[src/rtl/mlsd_decode.sv]
// Purpose: Package and opcode decoder for the move, load and stack group
// Assumes: Opcode is stable while i_start is high
// Notes: Register field code 110 selects memory; slot 110 holds the flags
`timescale 1ns/10ps
`default_nettype none

package mlsd_pkg;
	typedef enum logic [3:0] {
		K_NONE, K_COPY, K_MEMRD, K_MEMWR, K_LDPAIR, K_LDSP,
		K_SWAPDH, K_PUSH, K_POP, K_SWAPSTK, K_HLTOSP
	} mlsd_kind_t;
	typedef enum logic {ST_IDLE = 1'b0, ST_RUN = 1'b1} mlsd_state_t;
	localparam logic [2:0] REG_B = 3'h0;
	localparam logic [2:0] REG_C = 3'h1;
	localparam logic [2:0] REG_D = 3'h2;
	localparam logic [2:0] REG_E = 3'h3;
	localparam logic [2:0] REG_H = 3'h4;
	localparam logic [2:0] REG_L = 3'h5;
	localparam logic [2:0] REG_MEM = 3'h6;
	localparam logic [2:0] REG_FLAGS = 3'h6;
	localparam logic [2:0] REG_A = 3'h7;
	localparam logic [1:0] PAIR_SP_AF = 2'h3;
	localparam logic [7:0] OP_HALT = 8'h76;
	localparam logic [7:0] OP_SWAPDH = 8'hEB;
	localparam logic [7:0] OP_SWAPSTK = 8'hE3;
	localparam logic [7:0] OP_HLTOSP = 8'hF9;
	localparam logic [4:0] CYC_COPY = 5'h04;
	localparam logic [4:0] CYC_MEM = 5'h07;
	localparam logic [4:0] CYC_LOAD16 = 5'h0A;
	localparam logic [4:0] CYC_SWAPDH = 5'h04;
	localparam logic [4:0] CYC_PUSH = 5'h0C;
	localparam logic [4:0] CYC_POP = 5'h0A;
	localparam logic [4:0] CYC_SWAPSTK = 5'h10;
	localparam logic [4:0] CYC_HLTOSP = 5'h06;
	localparam logic [4:0] PH_ACC1 = 5'h02;
	localparam logic [4:0] PH_ACC2 = 5'h03;
	localparam logic [4:0] PH_CAP1 = 5'h03;
	localparam logic [4:0] PH_CAP2 = 5'h04;
	localparam logic [4:0] PH_WR1 = 5'h05;
	localparam logic [4:0] PH_WR2 = 5'h06;
	localparam logic [7:0] RST_REG = 8'h00;
	localparam logic [15:0] RST_SP = 16'h0000;
endpackage : mlsd_pkg

module mlsd_decode (
	input wire logic [7:0] i_opcode,
	output mlsd_pkg::mlsd_kind_t o_kind,
	output logic [4:0] o_cycles
);
	wire [2:0] dst_w = i_opcode[5:3];
	wire [2:0] src_w = i_opcode[2:0];
	wire is_move_w = (i_opcode[7:6] == 2'h1) && (i_opcode != mlsd_pkg::OP_HALT);
	wire is_ld16_w = (i_opcode[7:6] == 2'h0) && (i_opcode[3:0] == 4'h1);
	wire is_stk_w = (i_opcode[7:6] == 2'h3);

	assign o_kind = is_move_w && (dst_w == mlsd_pkg::REG_MEM) ? mlsd_pkg::K_MEMWR :
		is_move_w && (src_w == mlsd_pkg::REG_MEM) ? mlsd_pkg::K_MEMRD :
		is_move_w ? mlsd_pkg::K_COPY :
		is_ld16_w && (i_opcode[5:4] == mlsd_pkg::PAIR_SP_AF) ? mlsd_pkg::K_LDSP :
		is_ld16_w ? mlsd_pkg::K_LDPAIR :
		is_stk_w && (i_opcode[3:0] == 4'h5) ? mlsd_pkg::K_PUSH :
		is_stk_w && (i_opcode[3:0] == 4'h1) ? mlsd_pkg::K_POP :
		(i_opcode == mlsd_pkg::OP_SWAPDH) ? mlsd_pkg::K_SWAPDH :
		(i_opcode == mlsd_pkg::OP_SWAPSTK) ? mlsd_pkg::K_SWAPSTK :
		(i_opcode == mlsd_pkg::OP_HLTOSP) ? mlsd_pkg::K_HLTOSP : mlsd_pkg::K_NONE;

	assign o_cycles = (o_kind == mlsd_pkg::K_COPY) ? mlsd_pkg::CYC_COPY :
		(o_kind == mlsd_pkg::K_MEMRD || o_kind == mlsd_pkg::K_MEMWR) ? mlsd_pkg::CYC_MEM :
		(o_kind == mlsd_pkg::K_LDPAIR || o_kind == mlsd_pkg::K_LDSP) ? mlsd_pkg::CYC_LOAD16 :
		(o_kind == mlsd_pkg::K_SWAPDH) ? mlsd_pkg::CYC_SWAPDH :
		(o_kind == mlsd_pkg::K_PUSH) ? mlsd_pkg::CYC_PUSH :
		(o_kind == mlsd_pkg::K_POP) ? mlsd_pkg::CYC_POP :
		(o_kind == mlsd_pkg::K_SWAPSTK) ? mlsd_pkg::CYC_SWAPSTK :
		(o_kind == mlsd_pkg::K_HLTOSP) ? mlsd_pkg::CYC_HLTOSP : 5'h00;
endmodule : mlsd_decode
`default_nettype wire

[src/rtl/mlsd_core.sv]
// Purpose: Execution of the move, load and stack instruction group
// Assumes: Memory returns read data one cycle after the read strobe
// Notes: Register updates land in the last busy cycle
`timescale 1ns/10ps
`default_nettype none

module mlsd_core (
	input wire logic i_clk_sys,
	input wire logic i_nrst,
	input wire logic i_start,
	input wire logic [7:0] i_opcode,
	input wire logic [15:0] i_imm16,
	input wire logic [7:0] i_mem_rdata,
	output logic o_busy,
	output logic o_done,
	output logic o_reject,
	output logic o_mem_rd,
	output logic o_mem_wr,
	output logic [15:0] o_mem_addr,
	output logic [7:0] o_mem_wdata,
	output logic [15:0] o_pair_bc,
	output logic [15:0] o_pair_de,
	output logic [15:0] o_pair_hl,
	output logic [15:0] o_sp,
	output logic [7:0] o_acc,
	output logic [7:0] o_flags
);
	// ----------------------------------------
	// Decode and state
	// ----------------------------------------
	mlsd_pkg::mlsd_kind_t dec_kind_w;
	logic [4:0] dec_cyc_w;
	mlsd_decode u_decode (
		.i_opcode(i_opcode),
		.o_kind(dec_kind_w),
		.o_cycles(dec_cyc_w)
	);

	mlsd_pkg::mlsd_state_t state_q;
	mlsd_pkg::mlsd_kind_t kind_q;
	logic [4:0] cyc_q, phase_q, phase_d;
	logic [2:0] dst_q, src_q;
	logic [1:0] pair_q;
	logic [15:0] imm_q, sp_q;
	logic [7:0] lo_q, hi_q;
	logic [7:0] regs_q [8];
	logic done_q, reject_q, rd_q, wr_q;
	logic [15:0] addr_q;
	logic [7:0] wdata_q;

	function automatic logic [2:0] hi_idx(input logic [1:0] pair);
		hi_idx = (pair == mlsd_pkg::PAIR_SP_AF) ? mlsd_pkg::REG_A : {pair, 1'b0};
	endfunction : hi_idx

	function automatic logic [2:0] lo_idx(input logic [1:0] pair);
		lo_idx = (pair == mlsd_pkg::PAIR_SP_AF) ? mlsd_pkg::REG_FLAGS : {pair, 1'b1};
	endfunction : lo_idx

	wire run_w = (state_q == mlsd_pkg::ST_RUN);
	wire take_w = !run_w && i_start && (dec_kind_w != mlsd_pkg::K_NONE);
	wire last_w = run_w && (phase_q == cyc_q);
	assign phase_d = take_w ? 5'h01 : (run_w && !last_w) ? phase_q + 5'h01 : 5'h00;
	wire [15:0] hl_w = {regs_q[mlsd_pkg::REG_H], regs_q[mlsd_pkg::REG_L]};
	wire [2:0] hi_w = hi_idx(pair_q);
	wire [2:0] lo_w = lo_idx(pair_q);
	wire first_w = (phase_d == mlsd_pkg::PH_ACC1);
	wire second_w = (phase_d == mlsd_pkg::PH_ACC2);

	// ----------------------------------------
	// Memory strobe selection
	// ----------------------------------------
	wire is_rdpair_w = (kind_q == mlsd_pkg::K_POP) || (kind_q == mlsd_pkg::K_SWAPSTK);
	wire stk_wr1_w = (kind_q == mlsd_pkg::K_SWAPSTK) && (phase_d == mlsd_pkg::PH_WR1);
	wire stk_wr2_w = (kind_q == mlsd_pkg::K_SWAPSTK) && (phase_d == mlsd_pkg::PH_WR2);
	wire rd_d = run_w && (((kind_q == mlsd_pkg::K_MEMRD) && first_w) || (is_rdpair_w && (first_w || second_w)));
	wire wr_d = run_w && (((kind_q == mlsd_pkg::K_MEMWR) && first_w) ||
		((kind_q == mlsd_pkg::K_PUSH) && (first_w || second_w)) || stk_wr1_w || stk_wr2_w);
	wire [15:0] addr_d = ((kind_q == mlsd_pkg::K_MEMRD) || (kind_q == mlsd_pkg::K_MEMWR)) ? hl_w :
		(kind_q == mlsd_pkg::K_PUSH) ? (first_w ? sp_q - 16'h0001 : sp_q - 16'h0002) :
		(second_w || stk_wr1_w) ? sp_q + 16'h0001 : sp_q;
	wire [7:0] wdata_d = (kind_q == mlsd_pkg::K_MEMWR) ? regs_q[src_q] :
		(kind_q == mlsd_pkg::K_PUSH) ? (first_w ? regs_q[hi_w] : regs_q[lo_w]) :
		stk_wr1_w ? regs_q[mlsd_pkg::REG_H] : regs_q[mlsd_pkg::REG_L];

	// ----------------------------------------
	// Control and bus flops
	// ----------------------------------------
	always_ff @(posedge i_clk_sys) begin
		if (!i_nrst) begin
			state_q <= mlsd_pkg::ST_IDLE;
			phase_q <= 5'h00;
			done_q <= 1'b0;
			reject_q <= 1'b0;
			rd_q <= 1'b0;
			wr_q <= 1'b0;
			addr_q <= 16'h0000;
			wdata_q <= 8'h00;
		end else begin
			state_q <= (take_w || (run_w && !last_w)) ? mlsd_pkg::ST_RUN : mlsd_pkg::ST_IDLE;
			phase_q <= phase_d;
			done_q <= run_w && !last_w && (phase_d == cyc_q);
			reject_q <= !run_w && i_start && (dec_kind_w == mlsd_pkg::K_NONE);
			rd_q <= rd_d;
			wr_q <= wr_d;
			if (rd_d || wr_d) begin
				addr_q <= addr_d;
			end
			if (wr_d) begin
				wdata_q <= wdata_d;
			end
		end
	end

	always_ff @(posedge i_clk_sys) begin
		if (!i_nrst) begin
			kind_q <= mlsd_pkg::K_NONE;
			cyc_q <= 5'h00;
			dst_q <= 3'h0;
			src_q <= 3'h0;
			pair_q <= 2'h0;
			imm_q <= 16'h0000;
			lo_q <= 8'h00;
			hi_q <= 8'h00;
		end else begin
			if (take_w) begin
				kind_q <= dec_kind_w;
				cyc_q <= dec_cyc_w;
				dst_q <= i_opcode[5:3];
				src_q <= i_opcode[2:0];
				pair_q <= i_opcode[5:4];
				imm_q <= i_imm16;
			end
			if (run_w && (phase_q == mlsd_pkg::PH_CAP1)) begin
				lo_q <= i_mem_rdata;
			end
			if (run_w && (phase_q == mlsd_pkg::PH_CAP2)) begin
				hi_q <= i_mem_rdata;
			end
		end
	end

	// ----------------------------------------
	// Register file update at the last cycle
	// ----------------------------------------
	always_ff @(posedge i_clk_sys) begin
		if (!i_nrst) begin
			for (int i = 0; i < 8; i++) begin
				regs_q[i] <= mlsd_pkg::RST_REG;
			end
			sp_q <= mlsd_pkg::RST_SP;
		end else if (last_w) begin
			unique case (kind_q)
				mlsd_pkg::K_COPY: regs_q[dst_q] <= regs_q[src_q];
				mlsd_pkg::K_MEMRD: regs_q[dst_q] <= lo_q;
				mlsd_pkg::K_LDPAIR: begin
					regs_q[hi_w] <= imm_q[15:8];
					regs_q[lo_w] <= imm_q[7:0];
				end
				mlsd_pkg::K_LDSP: sp_q <= imm_q;
				mlsd_pkg::K_SWAPDH: begin
					regs_q[mlsd_pkg::REG_D] <= regs_q[mlsd_pkg::REG_H];
					regs_q[mlsd_pkg::REG_E] <= regs_q[mlsd_pkg::REG_L];
					regs_q[mlsd_pkg::REG_H] <= regs_q[mlsd_pkg::REG_D];
					regs_q[mlsd_pkg::REG_L] <= regs_q[mlsd_pkg::REG_E];
				end
				mlsd_pkg::K_PUSH: sp_q <= sp_q - 16'h0002;
				mlsd_pkg::K_POP: begin
					regs_q[hi_w] <= hi_q;
					regs_q[lo_w] <= lo_q;
					sp_q <= sp_q + 16'h0002;
				end
				mlsd_pkg::K_SWAPSTK: begin
					regs_q[mlsd_pkg::REG_H] <= hi_q;
					regs_q[mlsd_pkg::REG_L] <= lo_q;
				end
				mlsd_pkg::K_HLTOSP: sp_q <= hl_w;
				default: sp_q <= sp_q;
			endcase
		end
	end

	assign o_busy = (state_q == mlsd_pkg::ST_RUN);
	assign o_done = done_q;
	assign o_reject = reject_q;
	assign o_mem_rd = rd_q;
	assign o_mem_wr = wr_q;
	assign o_mem_addr = addr_q;
	assign o_mem_wdata = wdata_q;
	assign o_pair_bc = {regs_q[mlsd_pkg::REG_B], regs_q[mlsd_pkg::REG_C]};
	assign o_pair_de = {regs_q[mlsd_pkg::REG_D], regs_q[mlsd_pkg::REG_E]};
	assign o_pair_hl = hl_w;
	assign o_sp = sp_q;
	assign o_acc = regs_q[mlsd_pkg::REG_A];
	assign o_flags = regs_q[mlsd_pkg::REG_FLAGS];

	// ----------------------------------------
	// Checks
	// ----------------------------------------
	a_copy_timing: assert property (@(posedge i_clk_sys) disable iff (!i_nrst)
		$rose(o_busy) && kind_q == mlsd_pkg::K_COPY |-> !o_done [*3] ##1 o_done ##1 !o_busy)
		else $error("copy length wrong");
	a_memrd_addr: assert property (@(posedge i_clk_sys) disable iff (!i_nrst)
		$rose(o_busy) && kind_q == mlsd_pkg::K_MEMRD |-> ##1 (o_mem_rd && o_mem_addr == o_pair_hl) ##5 o_done)
		else $error("memory read move wrong");
	a_memwr_data: assert property (@(posedge i_clk_sys) disable iff (!i_nrst)
		o_mem_wr && kind_q == mlsd_pkg::K_MEMWR |-> o_mem_addr == o_pair_hl && o_mem_wdata == regs_q[src_q])
		else $error("memory write move wrong");
	a_ldpair_load: assert property (@(posedge i_clk_sys) disable iff (!i_nrst)
		$rose(o_busy) && kind_q == mlsd_pkg::K_LDPAIR && pair_q == 2'h0 |-> ##9 o_done ##1 o_pair_bc == imm_q)
		else $error("pair immediate wrong");
	a_ldsp_load: assert property (@(posedge i_clk_sys) disable iff (!i_nrst)
		$rose(o_busy) && kind_q == mlsd_pkg::K_LDSP |-> ##9 o_done ##1 o_sp == imm_q)
		else $error("stack pointer immediate wrong");
	a_swap_pairs: assert property (@(posedge i_clk_sys) disable iff (!i_nrst)
		o_done && kind_q == mlsd_pkg::K_SWAPDH |=> o_pair_de == $past(o_pair_hl) && o_pair_hl == $past(o_pair_de))
		else $error("pair swap wrong");
	a_push_order: assert property (@(posedge i_clk_sys) disable iff (!i_nrst)
		$rose(o_busy) && kind_q == mlsd_pkg::K_PUSH |-> ##1 (o_mem_wr && o_mem_addr == o_sp - 16'h0001)
		##1 (o_mem_wr && o_mem_addr == o_sp - 16'h0002) ##9 o_done)
		else $error("push sequence wrong");
	a_push_acc: assert property (@(posedge i_clk_sys) disable iff (!i_nrst)
		o_mem_wr && kind_q == mlsd_pkg::K_PUSH && pair_q == 2'h3 |-> o_mem_wdata == (phase_q == mlsd_pkg::PH_ACC1 ? o_acc : o_flags))
		else $error("accumulator push data wrong");
	a_pop_timing: assert property (@(posedge i_clk_sys) disable iff (!i_nrst)
		$rose(o_busy) && kind_q == mlsd_pkg::K_POP |-> ##1 (o_mem_rd && o_mem_addr == o_sp) ##8 o_done ##1 o_sp == $past(o_sp, 10) + 16'h0002)
		else $error("pop sequence wrong");
	a_pop_acc: assert property (@(posedge i_clk_sys) disable iff (!i_nrst)
		o_done && kind_q == mlsd_pkg::K_POP && pair_q == 2'h3 |=> o_acc == $past(hi_q) && o_flags == $past(lo_q))
		else $error("accumulator pop wrong");
	a_stack_swap: assert property (@(posedge i_clk_sys) disable iff (!i_nrst)
		$rose(o_busy) && kind_q == mlsd_pkg::K_SWAPSTK |-> ##4 (o_mem_wr && o_mem_wdata == o_pair_hl[15:8]) ##11 o_done)
		else $error("stack top swap wrong");
	a_hl_to_sp: assert property (@(posedge i_clk_sys) disable iff (!i_nrst)
		$rose(o_busy) && kind_q == mlsd_pkg::K_HLTOSP |-> ##5 o_done ##1 o_sp == o_pair_hl)
		else $error("HL to stack pointer wrong");
endmodule : mlsd_core
`default_nettype wire

[config.mk]
export PLATFORM = sky130hd
export DESIGN_NAME = mlsd_core
export DESIGN_NICKNAME = d
export VERILOG_FILES = /design/src/rtl/mlsd_decode.sv /design/src/rtl/mlsd_core.sv
export SDC_FILE = /design/constraint.sdc
export NUM_CORES = 1
export LEC_CHECK = 0
export ABC_AREA = 1
export BUFFER_PORTS_ARGS = -buffer_cell sky130_fd_sc_hd__buf_4
export CORE_MARGIN = 2
export CORE_UTILIZATION = 35
export CTS_BUF_LIST = sky130_fd_sc_hd__clkbuf_2 sky130_fd_sc_hd__clkbuf_4 sky130_fd_sc_hd__clkbuf_8
export DETAILED_ROUTE_END_ITERATION = 8
export RECOVER_POWER = 100
export SYNTH_ARGS = -nofsm -noshare
export SYNTH_HDL_FRONTEND = slang
export SYNTH_SLANG_ARGS = --single-unit
[constraint.sdc]
create_clock -name i_clk_sys -period 2.6 [get_ports i_clk_sys]
set_input_delay 0.13 -clock i_clk_sys [delete_from_list [all_inputs] [get_ports i_clk_sys]]
set_output_delay 0.13 -clock i_clk_sys [all_outputs]
set_load 0.02 [all_outputs]
==> results.yml, run 1 <==
status:
  status: "completed"
logic_synthesis:
  synthSimpleGateAreaFrac: 0.248
  synthesis.nets: 1612
  syn_area_mm2: 0.0106
  yosys_warnings: 0
  synthAdderAreaFrac: 0.00826
  yosysTopAreaCellShare: 0.189
  ys_seq_area_frac: 0.370
  synth_top_family_by_area: "simple AND/OR/NAND/NOR gates"
  synth_mux_area_frac: 0.000944
  synth-compound-area-share: 0.239
  synth_cell_types: 47
  ys_ff_latch: 164
  synth_top_cell_by_area: "dfxtp_1"
  synth_xor_area_frac: 0.0330
  ys.flop_type: "dfxtp_1"
  synth_edf_count: 64
  syn_avg_cell_area_um2: 6.75
  syn_inst: 1570
  async_flop_share: 0
  synth_area_leaders: "dfxtp_1, edfxtp_1, nand2_1"
timing:
  slew_headroom: 0.546
  finalClockSkew_ns: 0.0204
  finalSetupViolCount: 0
  final.period_utilization: 0.990
  finalHoldViolCount: 0
  worstMarginPinSlew_ns: 0.680
  min_period_ns: 2.57
  finalSetupTns_ns: 0
  rsz0062_at_grt: "true"
  timing.fmax_mhz: 388
  finalMaxSlewViolations: 0
route:
  first_pass_iters: 6
  vias: 12400
  wl_met2_um: 20600
  drc_errors: 0
  ant_nets: 0
  wl_per_cell_um: 21.3
  drt_wl_total_um: 47800
  wl_met3_um: 5120
  met1_length_um: 20200
  vias_per_cell: 5.54
  drt_iter0_markers: 1553
  top_layer: "met5"
worst_setup_path:
  critPathMaxFanout: 19
  critPathRequiredTime_ns: 2.83
  critPathKind: "reg2reg"
  reg2regPathDepth: 13
  critPathSlowestCell: "dfxtp_2"
  cpMostUsedCell: "o21ai_0"
  worstReg2RegEnd: "regs_q[3][0]"
  critical_path.endpoint: "regs_q[3][0]"
  crit_chain: "inv_1 -> buf_4 -> o21ai_0 -> o21ai_0 -> nand2_1 -> o21ai_0 -> buf_4 -> o21ai_0 -> inv_1 -> nor2_4 -> o21ai_0 -> o21ai_0 -> inv_1"
  start_kind: "flip-flop"
  crit_arrival_ns: 2.81
  max_stage_delay_ns: 0.44
  endpoint_kind: "flip-flop"
  ff2ff_setup_slack_ns: 0.03
floorplanning:
  core_mm2: 0.0297
  die_w_um: 178
  row_count: 63
  io_pins: 144
  start_util: 0.357
  die_y_um: 178
  die_area_mm2: 0.0317
clocking:
  clock_latency_ns: 0.48
  max-clock-path-buffers: 2
  cts-htree-levels: 4
  clock_sinks: 164
  clkSlewWorstSetupHoldPaths_ns: 0.10
  cts_tree: "yes"
  clockRootBuffer: "clkbuf_8"
  cts_made_buffers: 17
layout:
  fin_area_mm2: 0.0135
  area.growth.synth_to_final_pct: 27.4
  drive_gt1_frac: 0.153
  fillCellCount: 3177
  final_util: 0.454
  final_nets: 1882
place:
  portBuffers: 143
  gp_routability_congestion: 1.01
  placed_area_mm2: 0.0130
  hpwlAfterDp_um: 37200
global_routing:
  grt_max_degree: 65
  grt_pass1_vias: 11600
  grt_util_all_layers: 0.299
  antenna_found_initial: 3
  grt_pass1_wl_um: 70600
  grt_overflow: 0
pwr:
  leakage_nw: 5.96
  p_per_area_mw_per_mm2: 470
  ir_drop_v: 0.000339
  power_w: 0.00635
run:
  cap_violations: 0
hold_path:
  hp-class: "in2reg"
  min_from: "i_opcode[0]"
-- routing by layer --
metal | up-vias | global-route usage
met4 | 4 | 0.111
li1 | 5811 | -
met1 | 5784 | 0.414
met2 | 722 | 0.456
met5 | - | 0
met3 | 116 | 0.0663
-- kinds of logic after synthesis --
family                     after synthesis
xor gates and xnor gates                40
AOI/OAI and AO/OA                      460
muxes                                    1
buffers and inverters                  270
and+or+nand+nor                        628
DFF                                    164
adders and majority gates                7
-- Yosys cell counts, types with 9 or more instances --
master	instances
buf_2	14
nand3_1	54
xor2_1	36
nor3_1	14
nand4_1	12
o211ai_1	14
o21ai_1	25
a21oi_1	109
o21ai_0	216
inv_2	9
nor2_1	200
edfxtp_1	64
clkbuf_1	53
nand2_1	316
inv_1	180
dfxtp_1	100
o22ai_1	59
a31oi_1	10
-- worst min-delay path by stage --
stage | endpoint | slack [ns] | cells after the start
2_1_floorplan | o_reject | 0.29 | 2
3_3_place_gp | imm_q[2] | 0.39 | 3
3_5_place_dp | imm_q[2] | 0.39 | 3
4_1_cts | src_q[0] | 0.01 | 3
5_1_grt | src_q[0] | 0.006 | 3
6_report | flip-flop | 0.02 | 3
-- worst max-delay path: cells and delay by family, from the launching register on --
| kind | cells | cell delay [ns] |
|---|---|---|
| AO/OA/AOI/OAI | 6 | 0.94 |
| buffers and inverters | 5 | 0.68 |
| flip-flops | 1 | 0.44 |
| AND/OR/NAND/NOR | 2 | 0.25 |
-- through the flow --
step	setup slack, ns	cells	hold slack [ns]
2_1_floorplan	0.263	1570	0.286
3_3_place_gp	0.0233	2172	0.392
3_5_place_dp	0.0228	2172	0.393
4_1_cts	0.00967	2231	0.0121
5_1_grt	-0.0486	2243	0.00588
6_report	0.0255	2245	0.0207
-- power breakdown --
| group | switching [W] | total (W) | internal (W) | leakage [nW] |
|---|---|---|---|---|
| Sequential | 0.0000970 | 0.00284 | 0.00275 | 1.47 |
| Combinational | 0.000836 | 0.00130 | 0.000463 | 4.26 |
| Clock | 0.00113 | 0.00220 | 0.00107 | 0.223 |
-- registers in the layout, summed over array words and instances, names as in the netlist, 4 cells and up, named ones only --
| signal | cells |
|---|---|
| regs_q | 64 |
| imm_q | 16 |
| o_mem_addr | 16 |
| o_sp | 16 |
| hi_q | 8 |
| lo_q | 8 |
| o_mem_wdata | 8 |
| cyc_q | 5 |
| phase_q | 5 |
| kind_q | 4 |
-- timing repair --
action / 4_1_cts / 5_1_grt
hold endpoints to repair: 34 / 0
setup endpoints to repair: 10 / 138
resized for setup: 2 / 47
hold buffers: 27 / 0
setup buffers: 0 / 10
pin swaps: 0 / 4
cloned: 0 / 2
-- cell usage in the layout (no fill, tap or decap), types with 5 or more instances in the layout --
cell | synthesis | final
inv_6 | 0 | 6
nand2_1 | 316 | 311
o211ai_1 | 14 | 14
o21ai_0 | 216 | 212
nor3_1 | 14 | 14
o21ai_1 | 25 | 28
inv_1 | 180 | 174
a221oi_1 | 6 | 6
a31oi_1 | 10 | 10
edfxtp_1 | 64 | 64
nor2_4 | 6 | 8
dfxtp_1 | 100 | 95
buf_4 | 2 | 173
xor2_1 | 36 | 36
a21oi_1 | 109 | 109
nand3_2 | 3 | 5
ha_1 | 7 | 7
clkinv_1 | 6 | 7
clkbuf_8 | 0 | 17
o221ai_1 | 5 | 5
o22ai_1 | 59 | 59
nor2_1 | 200 | 194
inv_2 | 9 | 11
nor2_2 | 5 | 9
buf_12 | 0 | 6
nand2_2 | 7 | 11
nand3_1 | 54 | 50
clkbuf_1 | 53 | 113
nand4_1 | 12 | 12
dlygate4sd3_1 | 0 | 27
-- final cells by class --
type | instances | area [µm²] | area share
Multi-Input combinational cell | 1138 | 5730 | 0.424
Sequential cell | 164 | 3930 | 0.291
Inverter | 195 | 751 | 0.0556
Clock buffer | 17 | 234 | 0.0173
Tap cell | 390 | 488 | 0.0361
Clock inverter | 15 | 210 | 0.0156
Antenna cell | 2 | 5.00 | 0.000371
Timing Repair Buffer | 324 | 2150 | 0.160
Power figures use the tool's default switching activity.
==> inputs of run 2 (changes only) <==
--- a/config.mk
+++ b/config.mk
@@ -14,4 +14,5 @@
 export RECOVER_POWER = 100
 export SYNTH_ARGS = -nofsm -noshare
 export SYNTH_HDL_FRONTEND = slang
+export SYNTH_HIERARCHICAL = 1
 export SYNTH_SLANG_ARGS = --single-unit
==> constraint.sdc (replaced) <==
create_clock -name i_clk_sys -period 2.5 [get_ports i_clk_sys]
set_input_delay 0.125 -clock i_clk_sys [delete_from_list [all_inputs] [get_ports i_clk_sys]]
set_output_delay 0.125 -clock i_clk_sys [all_outputs]
set_load 0.02 [all_outputs]
==> run 2 against run 1 <==
Net effect: final cell count grew 4.1%; largest cell class unchanged; non-clock buffer count grew 15; via count is 3.2% higher; die area is 3.8% higher; synthesized cell count is 4.5% higher; combinational power grew 8%; sequential share of layout area decreased by 1.4 points; clock skew grew 0.00068 ns; setup slack gained 0.071 ns.
==> results.yml, run 2 <==
clocking:
  clock_sinks: 164
  cts_tree: "yes"
  clkSlewWorstSetupHoldPaths_ns: 0.10
  max-clock-path-buffers: 2
  clockRootBuffer: "clkbuf_8"
  clock_latency_ns: 0.49
  cts-htree-levels: 4
  cts_made_buffers: 17
floorplanning:
  row_count: 64
  die_y_um: 181
  die_area_mm2: 0.0329
  io_pins: 144
  die_w_um: 181
  core_mm2: 0.0308
  start_util: 0.357
logic_synthesis:
  syn_avg_cell_area_um2: 6.72
  syn_area_mm2: 0.0110
  synth_commonest_cells: "nand2_1, nor2_1, inv_1"
  yosysTopAreaCellShare: 0.182
  synth_area_leaders: "dfxtp_1, edfxtp_1, nand2_1"
  syn_inst: 1641
  yosysMostFrequentCell: "nand2_1"
  synth_top_cell_by_area: "dfxtp_1"
  synth_cell_types: 50
  ys_ff_latch: 164
  ys.flop_type: "dfxtp_1"
  ys_seq_area_frac: 0.356
  async_flop_share: 0
  yosys_warnings: 6
  synth_edf_count: 64
  synthesis.nets: 1683
worst_setup_path:
  critPathRequiredTime_ns: 2.88
  crit_family: "buffers and inverters"
  crit_arrival_ns: 2.79
  worstReg2RegEnd: "o_mem_addr[15]"
  reg2regPathDepth: 15
  crit_chain: "buf_4 -> ha_1 -> xor2_1 -> buf_4 -> o31ai_4 -> buf_4 -> nand2_4 -> inv_4 -> nand2_1 -> nand2_4 -> inv_1 -> nand2_4 -> o21ai_0 -> nor2_1 -> nor2_1"
  critPathSlowestCell: "dfxtp_2"
  endpoint_kind: "flip-flop"
  critPathMaxFanout: 6
  critPathKind: "reg2reg"
  critPathBufInv: 5
  r2r-start: "phase_q[0]"
  max_stage_delay_ns: 0.36
  worstSetupPathDepth: 15
  ff2ff_setup_slack_ns: 0.1
  start_kind: "flip-flop"
timing:
  timing.fmax_mhz: 416
  finalHoldViolCount: 0
  finalClockSkew_ns: 0.0211
  finalSetupViolCount: 0
  slew_headroom: 0.491
  worstMarginPinSlew_ns: 0.764
  final.period_utilization: 0.962
  finalMaxSlewViolations: 0
  min_period_ns: 2.40
  whs_ns: 0.0345
global_routing:
  grt_overflow: 0
  antenna_found_initial: 1
  grt_util_all_layers: 0.297
  grt_pass1_wl_um: 73800
  grt_pass1_vias: 11800
  grt_max_degree: 72
layout:
  final_common_cell: "nand2_1"
  fillCellCount: 3340
  final_nets: 1970
  largest-register: "regs_q"
  n_antenna_cell: 0
  final_cell_mix: "nand2_1, nor2_1, buf_4"
  area.growth.synth_to_final_pct: 28.8
  largest_reg_flops: 64
  drive_gt1_frac: 0.181
route:
  vias: 12800
  vias_per_cell: 5.49
  drc_errors: 0
  wl_per_cell_um: 21.5
  ant_nets: 0
  drt_wl_total_um: 50200
  first_pass_iters: 6
  drt_iter0_markers: 1466
pwr:
  power_w: 0.00629
  leakage_nw: 6.18
  ir_drop_v: 0.000365
  p_per_area_mw_per_mm2: 443
hold_path:
  min_from: "i_opcode[1]"
  hp-class: "in2reg"
  hold_end: "src_q[1]"
  whs_path_depth: 3
status:
  status: "completed"
place:
  gp_routability_congestion: 1.01
  portBuffers: 143
  hpwlAfterDp_um: 39300
run:
  cap_violations: 0
## run 2: cell types whose count changed after synthesis, sizes merged, moves of 4 or more
cell    change
nor2        +7
a221oi      +5
inv         -9
nand2      +86
nand3b      +5
o21ai      -71
nand3      +40
o22ai       -4
a22oi       +6
a31oi       -8
a21oi       +7
## run 2: routing by layer
metal	vias to the layer above	GRT usage	wire [µm]
li1	6050	-	-
met5	-	0	13
met1	5965	0.425	22000
met2	713	0.449	21600
met4	2	0.104	1860
met3	111	0.0529	4610
## run 2: how the worst max path moves through the flow
stage                           start             end  slack [ns]
after detailed placement  i_opcode[1]   o_mem_addr[5]       0.008
after floorplan            phase_q[0]    regs_q[6][0]        0.22
after CTS                  phase_q[4]    regs_q[2][6]      0.0006
after global routing         cyc_q[4]    regs_q[3][3]      -0.008
final                      phase_q[0]  o_mem_addr[15]         0.1
after global placement    i_opcode[2]  o_mem_addr[15]      -0.008
## run 2: layout make-up
cell class	count	area, µm²	share of cell area
inverter	189	717	0.0505
sequential	164	3940	0.277
multi-input combinational	1217	6260	0.441
tap	396	495	0.0349
clock inverter	13	113	0.00793
timing repair buffer	339	2420	0.171
clock buffer	19	249	0.0175
## run 2: worst reg2reg max path: cells and delay by family, from the launching register on
| family | cells | cell delay [ns] |
|---|---|---|
| buf+inv | 5 | 0.70 |
| compound gates | 2 | 0.30 |
| simple gates | 6 | 0.58 |
| xor+xnor | 1 | 0.15 |
| fa+ha+maj | 1 | 0.24 |
| flops | 1 | 0.36 |
## run 2: where the power goes
| group | total [W] | internal, W | leakage, nW | switching [W] |
|---|---|---|---|---|
| Clock | 0.00191 | 0.000745 | 0.190 | 0.00117 |
| Sequential | 0.00297 | 0.00286 | 1.48 | 0.000113 |
| Combinational | 0.00141 | 0.000523 | 4.51 | 0.000890 |
| Total | 0.00629 | 0.00412 | 6.18 | 0.00217 |
## run 2: cell families after synthesis
| kind of cell | after synthesis | synth area share |
|---|---|---|
| AOI/OAI and AO/OA | 401 | 0.207 |
| xor gates and xnor gates | 40 | 0.0318 |
| adders and majority gates | 7 | 0.00795 |
| buffers and inverters | 263 | 0.0953 |
| DFF | 164 | 0.356 |
| and+or+nand+nor | 766 | 0.302 |
## run 2: stage by stage
step                      cells  instance area, µm²  setup TNS [ns]  utilization  worst slack [ns]
final                      2337               14200               0        0.461            0.0960
after global routing       2337               14200         -0.0117        0.461          -0.00837
after CTS                  2322               14200               0        0.461          0.000644
after detailed placement   2264               13600               0        0.440           0.00831
after global placement     2264               13600         -0.0104        0.440          -0.00834
after floorplan            1641               11000               0            -             0.218
## run 2: what timing repair did
action,in CTS,in global routing
endpoints found under the setup margin,9,131
pin swaps,0,21
hold buffers,26,0
gates resized for setup,2,70
gates cloned,0,5
endpoints found under the hold margin,34,0
setup buffers,0,10
==> inputs of run 3 (changes only) <==
--- a/config.mk
+++ b/config.mk
@@ -5,11 +5,10 @@
 export SDC_FILE = /design/constraint.sdc
 export NUM_CORES = 1
 export LEC_CHECK = 0
-export ABC_AREA = 1
 export BUFFER_PORTS_ARGS = -buffer_cell sky130_fd_sc_hd__buf_4
 export CORE_MARGIN = 2
 export CORE_UTILIZATION = 35
-export CTS_BUF_LIST = sky130_fd_sc_hd__clkbuf_2 sky130_fd_sc_hd__clkbuf_4 sky130_fd_sc_hd__clkbuf_8
+export CTS_CLUSTER_SIZE = 30
 export DETAILED_ROUTE_END_ITERATION = 8
 export RECOVER_POWER = 100
 export SYNTH_ARGS = -nofsm -noshare
==> run 3 against run 2 <==
Net effect: via count shrank 11%; sequential power shrank 2%; largest power group unchanged; worst hold slack lost 0.0093 ns; global-route usage shrank 0.58 points; non-clock buffer count grew 112; clock power grew 44%; clock skew shrank 0.0055 ns; register-to-register slack lost 0.09 ns; flip-flop and latch count is the same; design area grew 3.3%; combinational power shrank 26%; utilization grew 4.8 points.
==> results.yml, run 3 <==
status:
  status: "completed"
route:
  vias: 11400
  wl_per_cell_um: 24.0
  ant_nets: 0
  vias_per_cell: 5.96
  drc_errors: 0
  first_pass_iters: 6
  drt_iter0_markers: 1553
  drt_wl_total_um: 46000
global_routing:
  grt_max_degree: 61
  antenna_found_initial: 1
  grt_util_all_layers: 0.291
  grt_pass1_vias: 10900
  grt_pass1_wl_um: 67300
  grt_overflow: 0
floorplanning:
  io_pins: 144
  die_y_um: 175
  core_mm2: 0.0289
  start_util: 0.357
  die_area_mm2: 0.0308
  die_w_um: 175
  row_count: 62
logic_synthesis:
  yosys_warnings: 6
  ys_seq_area_frac: 0.381
  synth_top_cell_by_area: "dfxtp_1"
  ys_ff_latch: 164
  synth_commonest_cells: "nand2_1, nor2_1, dfxtp_1"
  synthesis.nets: 1188
  synth_edf_count: 64
  syn_area_mm2: 0.0103
  yosysMostFrequentCell: "nand2_1"
  synth_cell_types: 92
  ys.flop_type: "dfxtp_1"
  async_flop_share: 0
  yosysTopAreaCellShare: 0.195
  syn_inst: 1146
  syn_avg_cell_area_um2: 8.98
  synth_area_leaders: "dfxtp_1, edfxtp_1, mux4_2"
worst_setup_path:
  reg2regPathDepth: 7
  critPathBufInv: 1
  start_kind: "flip-flop"
  critPathKind: "reg2reg"
  worstSetupPathDepth: 7
  critPathMaxFanout: 7
  endpoint_kind: "flip-flop"
  cpMostUsedCell: "mux2_4"
  critPathRequiredTime_ns: 2.69
  crit_arrival_ns: 2.69
  crit_family: "multiplexers"
  crit_chain: "buf_12 -> mux4_2 -> mux2_4 -> mux2_4 -> a211oi_4 -> nor2_2 -> o31a_1"
  critPathSlowestCell: "mux4_2"
  max_stage_delay_ns: 0.50
pwr:
  ir_drop_v: 0.000456
  p_per_area_mw_per_mm2: 458
  leakage_nw: 5.73
layout:
  seq_area_mm2: 0.00393
  multiInputGateArea_mm2: 0.00629
  largest_reg_flops: 64
  fin_area_mm2: 0.0147
  largest-register: "regs_q"
  fillCellCount: 2774
  final_common_cell: "buf_4"
  n_antenna_cell: 0
  area.growth.synth_to_final_pct: 42.6
  drive_gt1_frac: 0.318
  final_cell_mix: "buf_4, nand2_1, clkbuf_1"
  final_util: 0.508
  final_nets: 1559
clocking:
  clock_latency_ns: 0.45
  cts-htree-levels: 4
  max-clock-path-buffers: 2
  clock_sinks: 164
  cts_made_buffers: 17
  cts_tree: "yes"
  clkSlewWorstSetupHoldPaths_ns: 0.07
  clockRootBuffer: "clkbuf_16"
timing:
  worstMarginPinSlew_ns: 0.809
  min_period_ns: 2.50
  final.period_utilization: 0.999
  finalSetupViolCount: 0
  finalMaxSlewViolations: 0
  finalClockSkew_ns: 0.0156
  slew_headroom: 0.461
  rsz0062_at_grt: "true"
  timing.fmax_mhz: 401
  finalHoldViolCount: 0
hold_path:
  hp-class: "in2reg"
  whs_path_depth: 2
run:
  cap_violations: 0
place:
  gp_routability_congestion: 0.988
  placed_area_mm2: 0.0137
  portBuffers: 143
  hpwlAfterDp_um: 34400
run 3: cell types whose count changed after synthesis, sizes merged, moves of 20 or more:
cell	before	now
a21oi	119	79
clkbuf	53	84
inv	180	16
mux2i	0	40
mux4	0	33
nand2	410	135
nand3	99	38
nor2	218	104
o21ai	170	98
o22ai	55	15
xor2	37	17
run 3: timing repair:
item | in CTS | in global routing
buffers inserted | 6 | 19
resized for setup | 16 | 70
gates cloned | 0 | 2
pin swaps | 2 | 26
endpoints found under the hold margin | 32 | 0
hold buffers | 24 | 0
setup endpoints to repair | 27 | 136
run 3: cell type report:
| type | instances | share of cell area |
|---|---|---|
| multi-input combinational | 867 | 0.429 |
| sequential | 164 | 0.268 |
| timing repair buffer | 451 | 0.225 |
| tap | 384 | 0.0328 |
| clock buffer | 17 | 0.0290 |
| clock inverter | 15 | 0.0121 |
| inverter | 16 | 0.00409 |
run 3: through the flow:
| stage | TNS [ns] | power (W) | setup slack [ns] | hold WS [ns] | std cells |
|---|---|---|---|---|---|
| 2_1_floorplan | -4.94 | 0.00338 | -0.202 | 0.261 | 1146 |
| 3_3_place_gp | -7.82 | 0.00392 | -0.406 | 0.374 | 1831 |
| 3_5_place_dp | -8.64 | 0.00392 | -0.413 | 0.379 | 1831 |
| 4_1_cts | -0.00320 | 0.00669 | -0.00320 | 0.00857 | 1893 |
| 5_1_grt | -0.314 | 0.00687 | -0.0568 | 0.0301 | 1914 |
| 6_report | 0 | 0.00671 | 0.00356 | 0.0252 | 1914 |
run 3: logic make-up after synthesis:
group           count (synthesis)  synth area share
fa+ha+maj                       7           0.00851
simple gates                  395             0.185
xor+xnor                       33            0.0288
mux                            85             0.125
flops                         164             0.381
buf+inv                       115            0.0437
compound gates                347             0.228
run 3: power by group:
group	switching [W]	internal [W]	total [W]
Clock	0.00135	0.00140	0.00275
Combinational	0.000560	0.000486	0.00105
Sequential	0.0000864	0.00283	0.00292
Total	0.00200	0.00472	0.00671
run 3: routing by layer:
layer / up-vias / wire length [µm] / share of wire / global-route usage
li1: 5107 / - / - / -
met1: 5417 / 18000 / 0.39 / 0.373
met2: 707 / 21300 / 0.46 / 0.483
met3: 166 / 4310 / 0.094 / 0.0543
met4: 4 / 2420 / 0.053 / 0.122
met5: - / 28 / 0.00061 / 0
run 3: final timing paths:
| kind | from | to | slack (ns) |
|---|---|---|---|
| setup / recovery | flip-flop | regs_q[5][4] | 0.004 |
| hold / removal | i_nrst | kind_q[3] | 0.03 |
| setup reg to reg | flip-flop | regs_q[5][4] | 0.004 |
| hold reg to reg | cyc_q[4] | cyc_q[4] | 0.47 |
